## src/include/rnb_cfg.svh

```systemverilog
`ifndef RNB_CFG_SVH
`define RNB_CFG_SVH

// Register byte offsets
`define RNB_OFF_CTRL      12'h000
`define RNB_OFF_NET_ID    12'h004
`define RNB_OFF_CTS_TIME  12'h008
`define RNB_OFF_RESP_TIME 12'h00c
`define RNB_OFF_BID_GAP   12'h010
`define RNB_OFF_RETRIES   12'h014
`define RNB_OFF_PAUSE     12'h018
`define RNB_OFF_MSG_COUNT 12'h01c
`define RNB_OFF_BID_ADDR  12'h020
`define RNB_OFF_STATUS    12'h024
`define RNB_OFF_IRQ_STAT  12'h028
`define RNB_OFF_IRQ_MASK  12'h02c

// Field positions
`define RNB_CTRL_EN       0
`define RNB_CTRL_SLAVE    1
`define RNB_STAT_ADDR_LO  8
`define RNB_STAT_BID_ACT  16
`define RNB_IRQ_MSG_OK    0
`define RNB_IRQ_MSG_ERR   1
`define RNB_IRQ_BID_END   2
`define RNB_IRQ_NET_DROP  3

// Reset values
`define RNB_RST_CTS_TIME  16'h0000
`define RNB_RST_RESP_TIME 16'h0000
`define RNB_RST_BID_GAP   16'h0000
`define RNB_RST_RETRIES   16'h0000
`define RNB_RST_PAUSE     16'h0000
`define RNB_RST_MSG_COUNT 16'h0000

// Bid address setting ranges
`define RNB_BID_SINGLE_LO 16'h0001
`define RNB_BID_DEC_LO    16'h0064
`define RNB_BID_CONT_LO   16'h00c8
`define RNB_BID_LOOP_LO   16'h012c
`define RNB_BID_LIMIT     16'h0190

// Timer tick
`define RNB_TICK_MS       10
`define RNB_CLK_MHZ       100

`endif

```

## src/include/rnb_pkg.sv

```systemverilog
package rnb_pkg;

  typedef enum logic [2:0] {
    RNB_IDLE, RNB_RTS, RNB_SEND, RNB_REPLY, RNB_GAP, RNB_PAUSE
  } rnb_state_e;

  typedef enum logic [2:0] {
    RNB_BID_NONE, RNB_BID_SINGLE, RNB_BID_DEC, RNB_BID_CONT, RNB_BID_LOOP
  } rnb_bid_e;

  typedef struct packed {
    logic        awvalid;
    logic [31:0] awaddr;
    logic        wvalid;
    logic [31:0] wdata;
    logic [3:0]  wstrb;
    logic        bready;
    logic        arvalid;
    logic [31:0] araddr;
    logic        rready;
  } rnb_axi_req_s;

  typedef struct packed {
    logic        awready;
    logic        wready;
    logic        bvalid;
    logic [1:0]  bresp;
    logic        arready;
    logic        rvalid;
    logic [31:0] rdata;
    logic [1:0]  rresp;
  } rnb_axi_rsp_s;

  typedef struct packed {
    logic       valid;
    logic [7:0] net_id;
    logic       reply;
  } rnb_rx_s;

  typedef struct packed {
    logic       start;
    logic       bid;
    logic [6:0] addr;
  } rnb_tx_s;

endpackage

```

## src/design/rnb_scheduler.sv

```systemverilog
`timescale 1ns/10ps
`include "rnb_cfg.svh"

module rnb_scheduler #(
  parameter int unsigned TICK_CYCLES = `RNB_TICK_MS * 1000 * `RNB_CLK_MHZ
) (
  // Clock and reset
  input  wire  logic                  clk,
  input  wire  logic                  rst,
  input  wire  logic                  ce,
  // Register bus
  input  wire  rnb_pkg::rnb_axi_req_s axi_req,
  output       rnb_pkg::rnb_axi_rsp_s axi_rsp,
  // Message queue
  input  wire  logic                  msg_valid,
  output       logic                  msg_ready,
  output       logic                  msg_err,
  // Modem link
  output       logic                  rts,
  input  wire  logic                  cts,
  output       rnb_pkg::rnb_tx_s      tx,
  input  wire  logic                  tx_done,
  input  wire  rnb_pkg::rnb_rx_s      rx,
  // Interrupt
  output       logic                  irq
);
  import rnb_pkg::*;

  if (TICK_CYCLES < 1) begin : g_chk
    $error("TICK_CYCLES must be at least one");
  end

  localparam logic [31:0] TICK_LAST = 32'(TICK_CYCLES - 1);

  typedef struct packed {
    rnb_state_e  st;
    logic        cts_s1;
    logic        cts_s2;
    logic [31:0] pre;
    logic [15:0] tmr;
    logic        rts;
    rnb_tx_s     tx;
    logic        err;
    logic        is_bid;
    logic [15:0] tries;
    logic [15:0] sent;
    logic        pause_pend;
    logic        bid_act;
    logic [6:0]  cur;
    logic [6:0]  base;
    logic [1:0]  ctrl;
    logic [7:0]  net_id;
    logic [15:0] cts_time;
    logic [15:0] resp_time;
    logic [15:0] bid_gap;
    logic [15:0] retries;
    logic [15:0] pause;
    logic [15:0] msg_count;
    logic [15:0] bid_addr;
    logic [3:0]  irq_stat;
    logic [3:0]  irq_mask;
    logic        aw_got;
    logic [11:0] aw_addr;
    logic        w_got;
    logic [31:0] w_data;
    logic [3:0]  w_strb;
    logic        bvalid;
    logic [1:0]  bresp;
    logic        rvalid;
    logic [31:0] rdata;
    logic [1:0]  rresp;
  } rnb_regs_s;

  rnb_regs_s st_q;
  rnb_regs_s st_d;

  // Map byte offset to register index, 4'hf when unmapped
  function automatic logic [3:0] reg_idx(input logic [31:0] a);
    if (a[31:12] != 20'h00000 || a[1:0] != 2'b00 ||
        a[11:0] > `RNB_OFF_IRQ_MASK)
      return 4'hf;
    return a[5:2];
  endfunction

  // Merge the two low write lanes into a 16-bit field
  function automatic logic [15:0] merge16(input logic [15:0] old,
                                          input logic [31:0] wd,
                                          input logic [3:0]  sb);
    merge16 = old;
    if (sb[0]) merge16[7:0] = wd[7:0];
    if (sb[1]) merge16[15:8] = wd[15:8];
  endfunction

  function automatic rnb_bid_e bid_mode(input logic [15:0] v);
    if (v >= `RNB_BID_LIMIT || v < `RNB_BID_SINGLE_LO)
      return RNB_BID_NONE;
    if (v >= `RNB_BID_LOOP_LO) return RNB_BID_LOOP;
    if (v >= `RNB_BID_CONT_LO) return RNB_BID_CONT;
    if (v >= `RNB_BID_DEC_LO) return RNB_BID_DEC;
    return RNB_BID_SINGLE;
  endfunction

  // Slave address carried by a bid setting
  function automatic logic [6:0] bid_base(input logic [15:0] v);
    logic [15:0] r;
    r = v;
    case (bid_mode(v))
      RNB_BID_DEC:  r = v - `RNB_BID_DEC_LO;
      RNB_BID_CONT: r = v - `RNB_BID_CONT_LO;
      RNB_BID_LOOP: r = v - `RNB_BID_LOOP_LO;
      default:      r = v;
    endcase
    return r[6:0];
  endfunction

  // Enter transmission: pause first if owed, else raise RTS
  function automatic rnb_regs_s begin_tx(input rnb_regs_s s);
    begin_tx = s;
    begin_tx.pre = 32'h00000000;
    if (s.pause_pend) begin
      begin_tx.st  = RNB_PAUSE;
      begin_tx.tmr = s.pause;
    end else begin
      begin_tx.st  = RNB_RTS;
      begin_tx.rts = 1'b1;
      begin_tx.tmr = s.cts_time;
    end
  endfunction

  function automatic rnb_regs_s start_bid(input rnb_regs_s s,
                                          input logic [6:0] a);
    start_bid = s;
    start_bid.is_bid = 1'b1;
    start_bid.cur    = a;
    start_bid.tries  = 16'h0000;
    start_bid        = begin_tx(start_bid);
  endfunction

  function automatic rnb_regs_s start_gap(input rnb_regs_s s);
    start_gap = s;
    start_gap.st  = RNB_GAP;
    start_gap.pre = 32'h00000000;
    start_gap.tmr = s.bid_gap;
  endfunction

  logic        net_ok;
  logic        take_msg;
  logic [3:0]  ev;
  logic [3:0]  w1c;
  logic [15:0] retry_lim;
  logic        axi_aw_rdy;
  logic        axi_w_rdy;
  logic        axi_ar_rdy;
  rnb_bid_e    mode;

  assign axi_aw_rdy = ce & ~st_q.aw_got & ~st_q.bvalid;
  assign axi_w_rdy  = ce & ~st_q.w_got & ~st_q.bvalid;
  assign axi_ar_rdy = ce & ~st_q.rvalid;

  always_comb begin
    st_d      = st_q;
    ev        = 4'h0;
    w1c       = 4'h0;
    take_msg  = 1'b0;
    mode      = bid_mode(st_q.bid_addr);
    st_d.tx.start = 1'b0;
    st_d.err      = 1'b0;
    st_d.cts_s1   = cts;
    st_d.cts_s2   = st_q.cts_s1;

    // Slave role never retries
    retry_lim = st_q.ctrl[`RNB_CTRL_SLAVE] ? 16'h0000 :
                st_q.retries;

    // Shared 10 ms tick timer
    if (st_q.tmr != 16'h0000) begin
      if (st_q.pre == TICK_LAST) begin
        st_d.pre = 32'h00000000;
        st_d.tmr = st_q.tmr - 16'h0001;
      end else begin
        st_d.pre = st_q.pre + 32'h00000001;
      end
    end

    net_ok = rx.valid && (rx.net_id == st_q.net_id);
    if (rx.valid && !net_ok)
      ev[`RNB_IRQ_NET_DROP] = 1'b1;

    case (st_q.st)
      RNB_IDLE: begin
        if (st_q.ctrl[`RNB_CTRL_EN]) begin
          if (msg_valid) begin
            take_msg = 1'b1;
          end else if (st_q.bid_act) begin
            st_d = start_bid(st_d, st_q.cur);
          end
        end
      end
      RNB_RTS: begin
        if (st_q.tmr == 16'h0000 && st_q.cts_s2) begin
          st_d.st       = RNB_SEND;
          st_d.tx.start = 1'b1;
          st_d.tx.bid   = st_q.is_bid;
          st_d.tx.addr  = st_q.is_bid ? st_q.cur : 7'h00;
          if (st_q.msg_count != 16'h0000) begin
            if (st_q.sent + 16'h0001 >= st_q.msg_count) begin
              st_d.sent       = 16'h0000;
              st_d.pause_pend = 1'b1;
            end else begin
              st_d.sent = st_q.sent + 16'h0001;
            end
          end
        end
      end
      RNB_SEND: begin
        if (tx_done) begin
          st_d.rts = 1'b0;
          st_d.st  = RNB_REPLY;
          st_d.pre = 32'h00000000;
          st_d.tmr = st_q.resp_time;
        end
      end
      RNB_REPLY: begin
        if (!st_q.is_bid && net_ok && rx.reply) begin
          ev[`RNB_IRQ_MSG_OK] = 1'b1;
          st_d.st = RNB_IDLE;
          if (st_q.bid_act)
            st_d = start_gap(st_d);
        end else if (st_q.tmr == 16'h0000) begin
          if (st_q.is_bid) begin
            st_d = start_gap(st_d);
          end else if (st_q.tries < retry_lim) begin
            st_d.tries = st_q.tries + 16'h0001;
            st_d = begin_tx(st_d);
          end else begin
            st_d.err = 1'b1;
            ev[`RNB_IRQ_MSG_ERR] = 1'b1;
            st_d.st = RNB_IDLE;
            if (st_q.bid_act)
              st_d = start_gap(st_d);
          end
        end
      end
      RNB_GAP: begin
        if (msg_valid) begin
          take_msg = 1'b1;
        end else if (st_q.tmr == 16'h0000) begin
          st_d.st = RNB_IDLE;
          // A cancelled sequence ends here instead of bidding again
          case (st_q.bid_act ? mode : RNB_BID_NONE)
            RNB_BID_DEC: begin
              if (st_q.cur == 7'h00) begin
                st_d.bid_act = 1'b0;
                ev[`RNB_IRQ_BID_END] = 1'b1;
              end else begin
                st_d = start_bid(st_d, st_q.cur - 7'h01);
                st_d.bid_addr = `RNB_BID_DEC_LO +
                                {9'h000, st_q.cur - 7'h01};
              end
            end
            RNB_BID_CONT: st_d = start_bid(st_d, st_q.cur);
            RNB_BID_LOOP: begin
              // Setting register stays untouched here
              st_d = start_bid(st_d, (st_q.cur == 7'h00) ?
                               st_q.base : st_q.cur - 7'h01);
            end
            default: begin
              st_d.bid_act = 1'b0;
              ev[`RNB_IRQ_BID_END] = 1'b1;
            end
          endcase
        end
      end
      RNB_PAUSE: begin
        if (st_q.tmr == 16'h0000) begin
          st_d.pause_pend = 1'b0;
          st_d = begin_tx(st_d);
        end
      end
      default: st_d.st = RNB_IDLE;
    endcase

    if (take_msg) begin
      st_d.is_bid = 1'b0;
      st_d.tries  = 16'h0000;
      // Bid address kept so the sequence resumes after the message
      st_d = begin_tx(st_d);
    end

    // Bus write path
    if (axi_req.awvalid && axi_aw_rdy) begin
      st_d.aw_got  = 1'b1;
      st_d.aw_addr = axi_req.awaddr[11:0];
    end
    if (axi_req.wvalid && axi_w_rdy) begin
      st_d.w_got  = 1'b1;
      st_d.w_data = axi_req.wdata;
      st_d.w_strb = axi_req.wstrb;
    end
    if (st_q.bvalid && axi_req.bready)
      st_d.bvalid = 1'b0;
    if (st_q.aw_got && st_q.w_got) begin
      st_d.aw_got = 1'b0;
      st_d.w_got  = 1'b0;
      st_d.bvalid = 1'b1;
      st_d.bresp  = 2'b00;
      case (reg_idx({20'h00000, st_q.aw_addr}))
        4'h0: begin
          if (st_q.w_strb[0]) begin
            st_d.ctrl = st_q.w_data[1:0];
            if (st_q.w_data[`RNB_CTRL_SLAVE])
              st_d.bid_act = 1'b0;
            if (st_q.w_data[`RNB_CTRL_EN] &&
                !st_q.ctrl[`RNB_CTRL_EN] &&
                !st_q.w_data[`RNB_CTRL_SLAVE] && mode != RNB_BID_NONE) begin
              st_d.bid_act = 1'b1;
              st_d.base    = bid_base(st_q.bid_addr);
              st_d.cur     = bid_base(st_q.bid_addr);
            end
          end
        end
        4'h1: if (st_q.w_strb[0]) st_d.net_id = st_q.w_data[7:0];
        4'h2: st_d.cts_time = merge16(st_q.cts_time, st_q.w_data,
                                      st_q.w_strb);
        4'h3: st_d.resp_time = merge16(st_q.resp_time, st_q.w_data,
                                       st_q.w_strb);
        4'h4: st_d.bid_gap = merge16(st_q.bid_gap, st_q.w_data,
                                     st_q.w_strb);
        4'h5: st_d.retries = merge16(st_q.retries, st_q.w_data,
                                     st_q.w_strb);
        4'h6: st_d.pause = merge16(st_q.pause, st_q.w_data,
                                   st_q.w_strb);
        4'h7: st_d.msg_count = merge16(st_q.msg_count, st_q.w_data,
                                       st_q.w_strb);
        4'h8: begin
          st_d.bid_addr = merge16(st_q.bid_addr, st_q.w_data,
                                  st_q.w_strb);
          st_d.base    = bid_base(st_d.bid_addr);
          st_d.cur     = bid_base(st_d.bid_addr);
          st_d.bid_act = (bid_mode(st_d.bid_addr) != RNB_BID_NONE) &&
                         !st_q.ctrl[`RNB_CTRL_SLAVE];
        end
        4'h9: st_d.bresp = 2'b00;
        4'ha: if (st_q.w_strb[0]) w1c = st_q.w_data[3:0];
        4'hb: if (st_q.w_strb[0]) st_d.irq_mask = st_q.w_data[3:0];
        default: st_d.bresp = 2'b10;
      endcase
    end

    // Bus read path
    if (st_q.rvalid && axi_req.rready)
      st_d.rvalid = 1'b0;
    if (axi_req.arvalid && axi_ar_rdy) begin
      st_d.rvalid = 1'b1;
      st_d.rresp  = 2'b00;
      st_d.rdata  = 32'h00000000;
      case (reg_idx(axi_req.araddr))
        4'h0: st_d.rdata[1:0]  = st_q.ctrl;
        4'h1: st_d.rdata[7:0]  = st_q.net_id;
        4'h2: st_d.rdata[15:0] = st_q.cts_time;
        4'h3: st_d.rdata[15:0] = st_q.resp_time;
        4'h4: st_d.rdata[15:0] = st_q.bid_gap;
        4'h5: st_d.rdata[15:0] = st_q.retries;
        4'h6: st_d.rdata[15:0] = st_q.pause;
        4'h7: st_d.rdata[15:0] = st_q.msg_count;
        4'h8: st_d.rdata[15:0] = st_q.bid_addr;
        4'h9: st_d.rdata = {15'h0000, st_q.bid_act, 1'b0, st_q.cur,
                            st_q.pause_pend, st_q.is_bid, st_q.rts,
                            st_q.cts_s2, 1'b0, st_q.st};
        4'ha: st_d.rdata[3:0] = st_q.irq_stat;
        4'hb: st_d.rdata[3:0] = st_q.irq_mask;
        default: st_d.rresp = 2'b10;
      endcase
    end

    // Sticky events; a new event beats a same-cycle clear
    st_d.irq_stat = (st_q.irq_stat & ~w1c) | ev;
  end

  always_ff @(posedge clk) begin
    if (rst) begin
      st_q           <= '0;
      st_q.cts_time  <= `RNB_RST_CTS_TIME;
      st_q.resp_time <= `RNB_RST_RESP_TIME;
      st_q.bid_gap   <= `RNB_RST_BID_GAP;
      st_q.retries   <= `RNB_RST_RETRIES;
      st_q.pause     <= `RNB_RST_PAUSE;
      st_q.msg_count <= `RNB_RST_MSG_COUNT;
    end else if (ce) begin
      st_q <= st_d;
    end
  end

  assign msg_ready       = ce & take_msg;
  assign msg_err         = st_q.err;
  assign rts             = st_q.rts;
  assign tx              = st_q.tx;
  assign irq             = |(st_q.irq_stat & st_q.irq_mask);
  assign axi_rsp.awready = axi_aw_rdy;
  assign axi_rsp.wready  = axi_w_rdy;
  assign axi_rsp.bvalid  = st_q.bvalid;
  assign axi_rsp.bresp   = st_q.bresp;
  assign axi_rsp.arready = axi_ar_rdy;
  assign axi_rsp.rvalid  = st_q.rvalid;
  assign axi_rsp.rdata   = st_q.rdata;
  assign axi_rsp.rresp   = st_q.rresp;

endmodule // rnb_scheduler

```

## config.mk

```make
export PLATFORM = sky130hd
export DESIGN_NAME = rnb_scheduler
export DESIGN_NICKNAME = d
export VERILOG_FILES = /design/src/include/rnb_pkg.sv /design/src/design/rnb_scheduler.sv
export VERILOG_INCLUDE_DIRS = /design/src /design/src/include
export SDC_FILE = /design/constraint.sdc
export NUM_CORES = 1
export LEC_CHECK = 0
export BUFFER_PORTS_ARGS = -buffer_cell sky130_fd_sc_hd__buf_2
export CAP_MARGIN = 5
export CORE_AREA = 2 2 206 208
export CTS_CLUSTER_DIAMETER = 50
export DETAILED_ROUTE_END_ITERATION = 10
export DIE_AREA = 0 0 208 210
export GPL_TIMING_DRIVEN = 0
export RECOVER_POWER = 50
export SYNTH_ARGS = -nofsm -noshare
export SYNTH_HDL_FRONTEND = slang
export SYNTH_SLANG_ARGS = --single-unit
```

## constraint.sdc

```tcl
create_clock -name clk -period 6.8 [get_ports clk]
set_input_delay 0.34 -clock clk [delete_from_list [all_inputs] [get_ports clk]]
set_output_delay 0.34 -clock clk [all_outputs]
set_load 0.1 [all_outputs]
```

==> results_dict.tcl <==
set metrics [dict create \
    path_max_fanout 10 \
    p_comb_share_pct 12.7 \
    grt_pass1_vias 19580 \
    htreeDepth 2 \
    hold_viol_final 0 \
    tightest_slew_ns 1.274 \
    slew-limit-headroom_pct 15.04 \
    swShare_pct 29.42 \
    fp.dieW_um 208 \
    ff2ff_path_depth 15 \
    dieArea_um2 43680 \
    synth_area_leader_cell "dfxtp_1" \
    synth.area.top_cells "dfxtp_1 (31%), nand2_1 (7.1%), a21oi_1 (5.9%)" \
    fmax_mhz 200.9 \
    syn_inst 2499 \
    routed_wl_mm 89.90 \
    gp_congestion 1.002 \
    ys_ff_latch 296 \
    vdd_drop_max_mv 0.1801 \
    synth_top_cell_area_share_pct 31.39 \
    drc 0 \
    grt_pass1_wl_mm 130.1 \
    clockBufferDepth 3 \
    antenna_found_initial 1 \
    core_area_um2 41480 \
    cts_root_buf "clkbuf_16" \
    grt_overflow_total 0 \
    critPathLaunch "st_q[217]" \
    yosysUniqueCellTypes 94 \
    slowest_delay_ns 0.67 \
    finalPower_w 0.004578 \
    wire_per_inst_um 27.48 \
    ctsResizeCount 0 \
    rows 75 \
    port_buffers 118 \
    final_area_um2 21780 \
    clock_sinks 296 \
    post_dp_cell_area_um2 20260 \
    worstPathRequired_ns 7.24 \
    setup_viol 0 \
    fin_nets 2868 \
    rsz0062_at_grt "no" \
    antenna_left 0 \
    viasPerCell 6.530 \
    cpMaxStageDelayCell "a221oi_1" \
    globalRouteTotalUtil_pct 39.75 \
    cp_cell_sequence "clkbuf_1 -> clkbuf_1 -> nand2b_1 -> ha_1 -> and4_1 -> clkbuf_1 -> and2_1 -> clkbuf_1 -> a221oi_1 -> a311oi_1 -> a2bb2oi_1 -> a21oi_2 -> buf_2 -> nand2_1 -> o21ai_0" \
    power_density_nw_per_um2 210.2 \
    report.final.slew_viol_count 0 \
    async_flop_share_pct 0 \
    cts_tree "yes" \
    synth_edf_count 0 \
    clk_pin_slew_ns 0.06 \
    p_int_w 0.003231 \
    crit_type "reg -> reg" \
    drive_above_1_share_pct 10.07 \
    syn-cell-area_um2 18880 \
    clock_latency_ns 0.58 \
    dp_hpwl_mm 68.16 \
    pwr-share-seq_pct 39.2 \
    syn_area_per_cell_um2 7.554 \
    p_sw_w 0.001347 \
    hold_path_depth 3 \
    fin_skew_ns 0.01376 \
    drt_iter0_drc 2954 \
    post-route-util_pct 52.52 \
    crit_top_cell "clkbuf_1" \
    yosys_most_used_dff "dfxtp_1" \
    fin_tns_setup_ns 0 \
    firstDrtPassIters 9 \
    outcome "complete, no violations" \
    p_leak_nw 7.769 \
    start_util_pct 45.51 \
    grt_max_degree 12 \
    final.min_clock_period_ns 4.979 \
    clkPwrFrac_pct 48.1 \
    finalCritPeriodShare_pct 73.21 \
    die_h_um 210 \
    startpoint_type "register" \
    post_cts_buffers 0 \
    rr_endpoint "st_q[298]" \
    r2r_slack_ns 1.82 \
    drv_cap 0 \
    arrival_ns 5.41 \
    worstSetupEndpoint "st_q[298]" \
    yosysWarnings 0 \
    seq_area_frac_synth_pct 31.39 \
    min_path_type "in -> reg" \
    cts_made_buffers 43 \
    endpoint_kind "register" \
    num_vias 21370 \
    io_pins 175 \
    area_growth_pct 15.39 \
    reg2reg_from "st_q[217]" \
]
cell usage in the layout, fill, tap and decap left out, types with 17 or more instances in the layout:
cell type        n
a211oi_1        22
a21oi_1        222
a221oi_1        31
a22oi_1         51
a31oi_1         55
and2_1          24
and3_1          57
buf_1           18
buf_2           90
buf_4           56
clkbuf_1       177
clkbuf_16       43
conb_1          17
dfxtp_1        296
dlygate4sd3_1   20
ha_1            43
inv_1           51
mux2i_1         97
nand2_1        357
nand2b_1        33
nand3_1         69
nand3b_1        37
nand4_1         33
nor2_1         235
nor3_1          57
nor4_1          31
o21ai_0        136
xnor2_1         23
xor2_1          28
logic make-up (layout without fill, tap and decap cells):
logic type	Yosys count	after routing	synth area share (%)
adder cells (fa/ha/maj)	45	45	3.062
AND/OR/NAND/NOR	1030	1030	26.53
XOR/XNOR	51	51	2.366
AO/OA/AOI/OAI	701	701	24.28
multiplexers	106	106	5.700
flip-flops	296	296	31.39
other	1	18	0.01986
buffers and inverters	269	486	6.648
layout make-up:
| type | instances | area [µm²] |
|---|---|---|
| clock inverter | 18 | 171.4 |
| buffer | 217 | 1060 |
| sequential | 296 | 5926 |
| clock buffer | 57 | 1199 |
| multi-input combinational | 1950 | 11780 |
| fill | 4093 | 19690 |
| timing repair buffer | 142 | 773.2 |
| antenna | 1 | 2.502 |
| inverter | 52 | 195.2 |
| tap | 539 | 674.4 |
per-layer routing:
layer,part of all wire (%),global-route usage [%]
met4,5.9,21.74
met1,40,53.17
met5,0,0
met3,11,7.598
met2,42,60.53
worst max-delay path: cells and delay by family (launching register included):
kind	cells	cell delay, ns
adders and majority gates	1	0.24
buffers and inverters	5	1.65
AOI/OAI and AO/OA	5	1.77
and+or+nand+nor	4	0.86
DFF	1	0.30
stage by stage:
stage / worst slack [ns] / hold slack (ns) / std cells
floorplan: 3.083 / 0.4323 / 2515
global placement: 2.018 / 0.4413 / 3172
detailed placement: 2.007 / 0.4458 / 3176
CTS: 1.968 / 0.0003105 / 3271
global route: 1.679 / 0.02775 / 3271
finish: 1.821 / 0.01149 / 3272
worst min path at each step:
stage	startpoint	to	slack, ns
floorplan	tx[7]	tx[7]	0.43
global placement	axi_rsp[18]	axi_rsp[18]	0.44
detailed placement	axi_rsp[18]	axi_rsp[18]	0.45
CTS	axi_req[45]	st_q[48]	0.0003
global route	axi_req[44]	st_q[47]	0.03
finish	axi_req[47]	st_q[50]	0.01
registers in the layout, summed over array words and instances, names as in the netlist:
name	cells
axi_rsp	21
msg_err	1
rts	1
st_q	264
tx	9
timing repair:
item,in CTS,in global routing
setup endpoints to repair,0,0
hold endpoints to repair,20,0
hold buffers,20,0
cells in the mapped netlist (all sizes together) (9+ instances only):
cell type / n
a221oi: 32
nand4: 33
a31o: 12
o211ai: 14
and4: 10
a211oi: 22
buf: 86
nor4: 37
nand2: 358
o31ai: 10
or3: 12
nor3b: 13
and2: 30
nand2b: 33
a21oi: 224
a222oi: 10
nor3: 58
and3: 57
mux2: 9
xnor2: 23
dfxtp: 296
nand3b: 37
a31oi: 55
nand4b: 9
clkbuf: 131
ha: 43
xor2: 28
o221ai: 12
inv: 51
o21ai: 139
or2: 10
nor2: 236
mux2i: 97
a22oi: 52
nand3: 69
power by group through the flow:
stage / sequential, W / clock, W / combinational [W]
final: 0.00179 / 0.00220 / 0.000583
after floorplan: 0.00182 / 0 / 0.000358
after global routing: 0.00179 / 0.00228 / 0.000609
after detailed placement: 0.00183 / 0 / 0.000551
after CTS: 0.00179 / 0.00222 / 0.000562
after global placement: 0.00183 / 0 / 0.000546
Note: power is estimated with default switching activity, not from simulation.
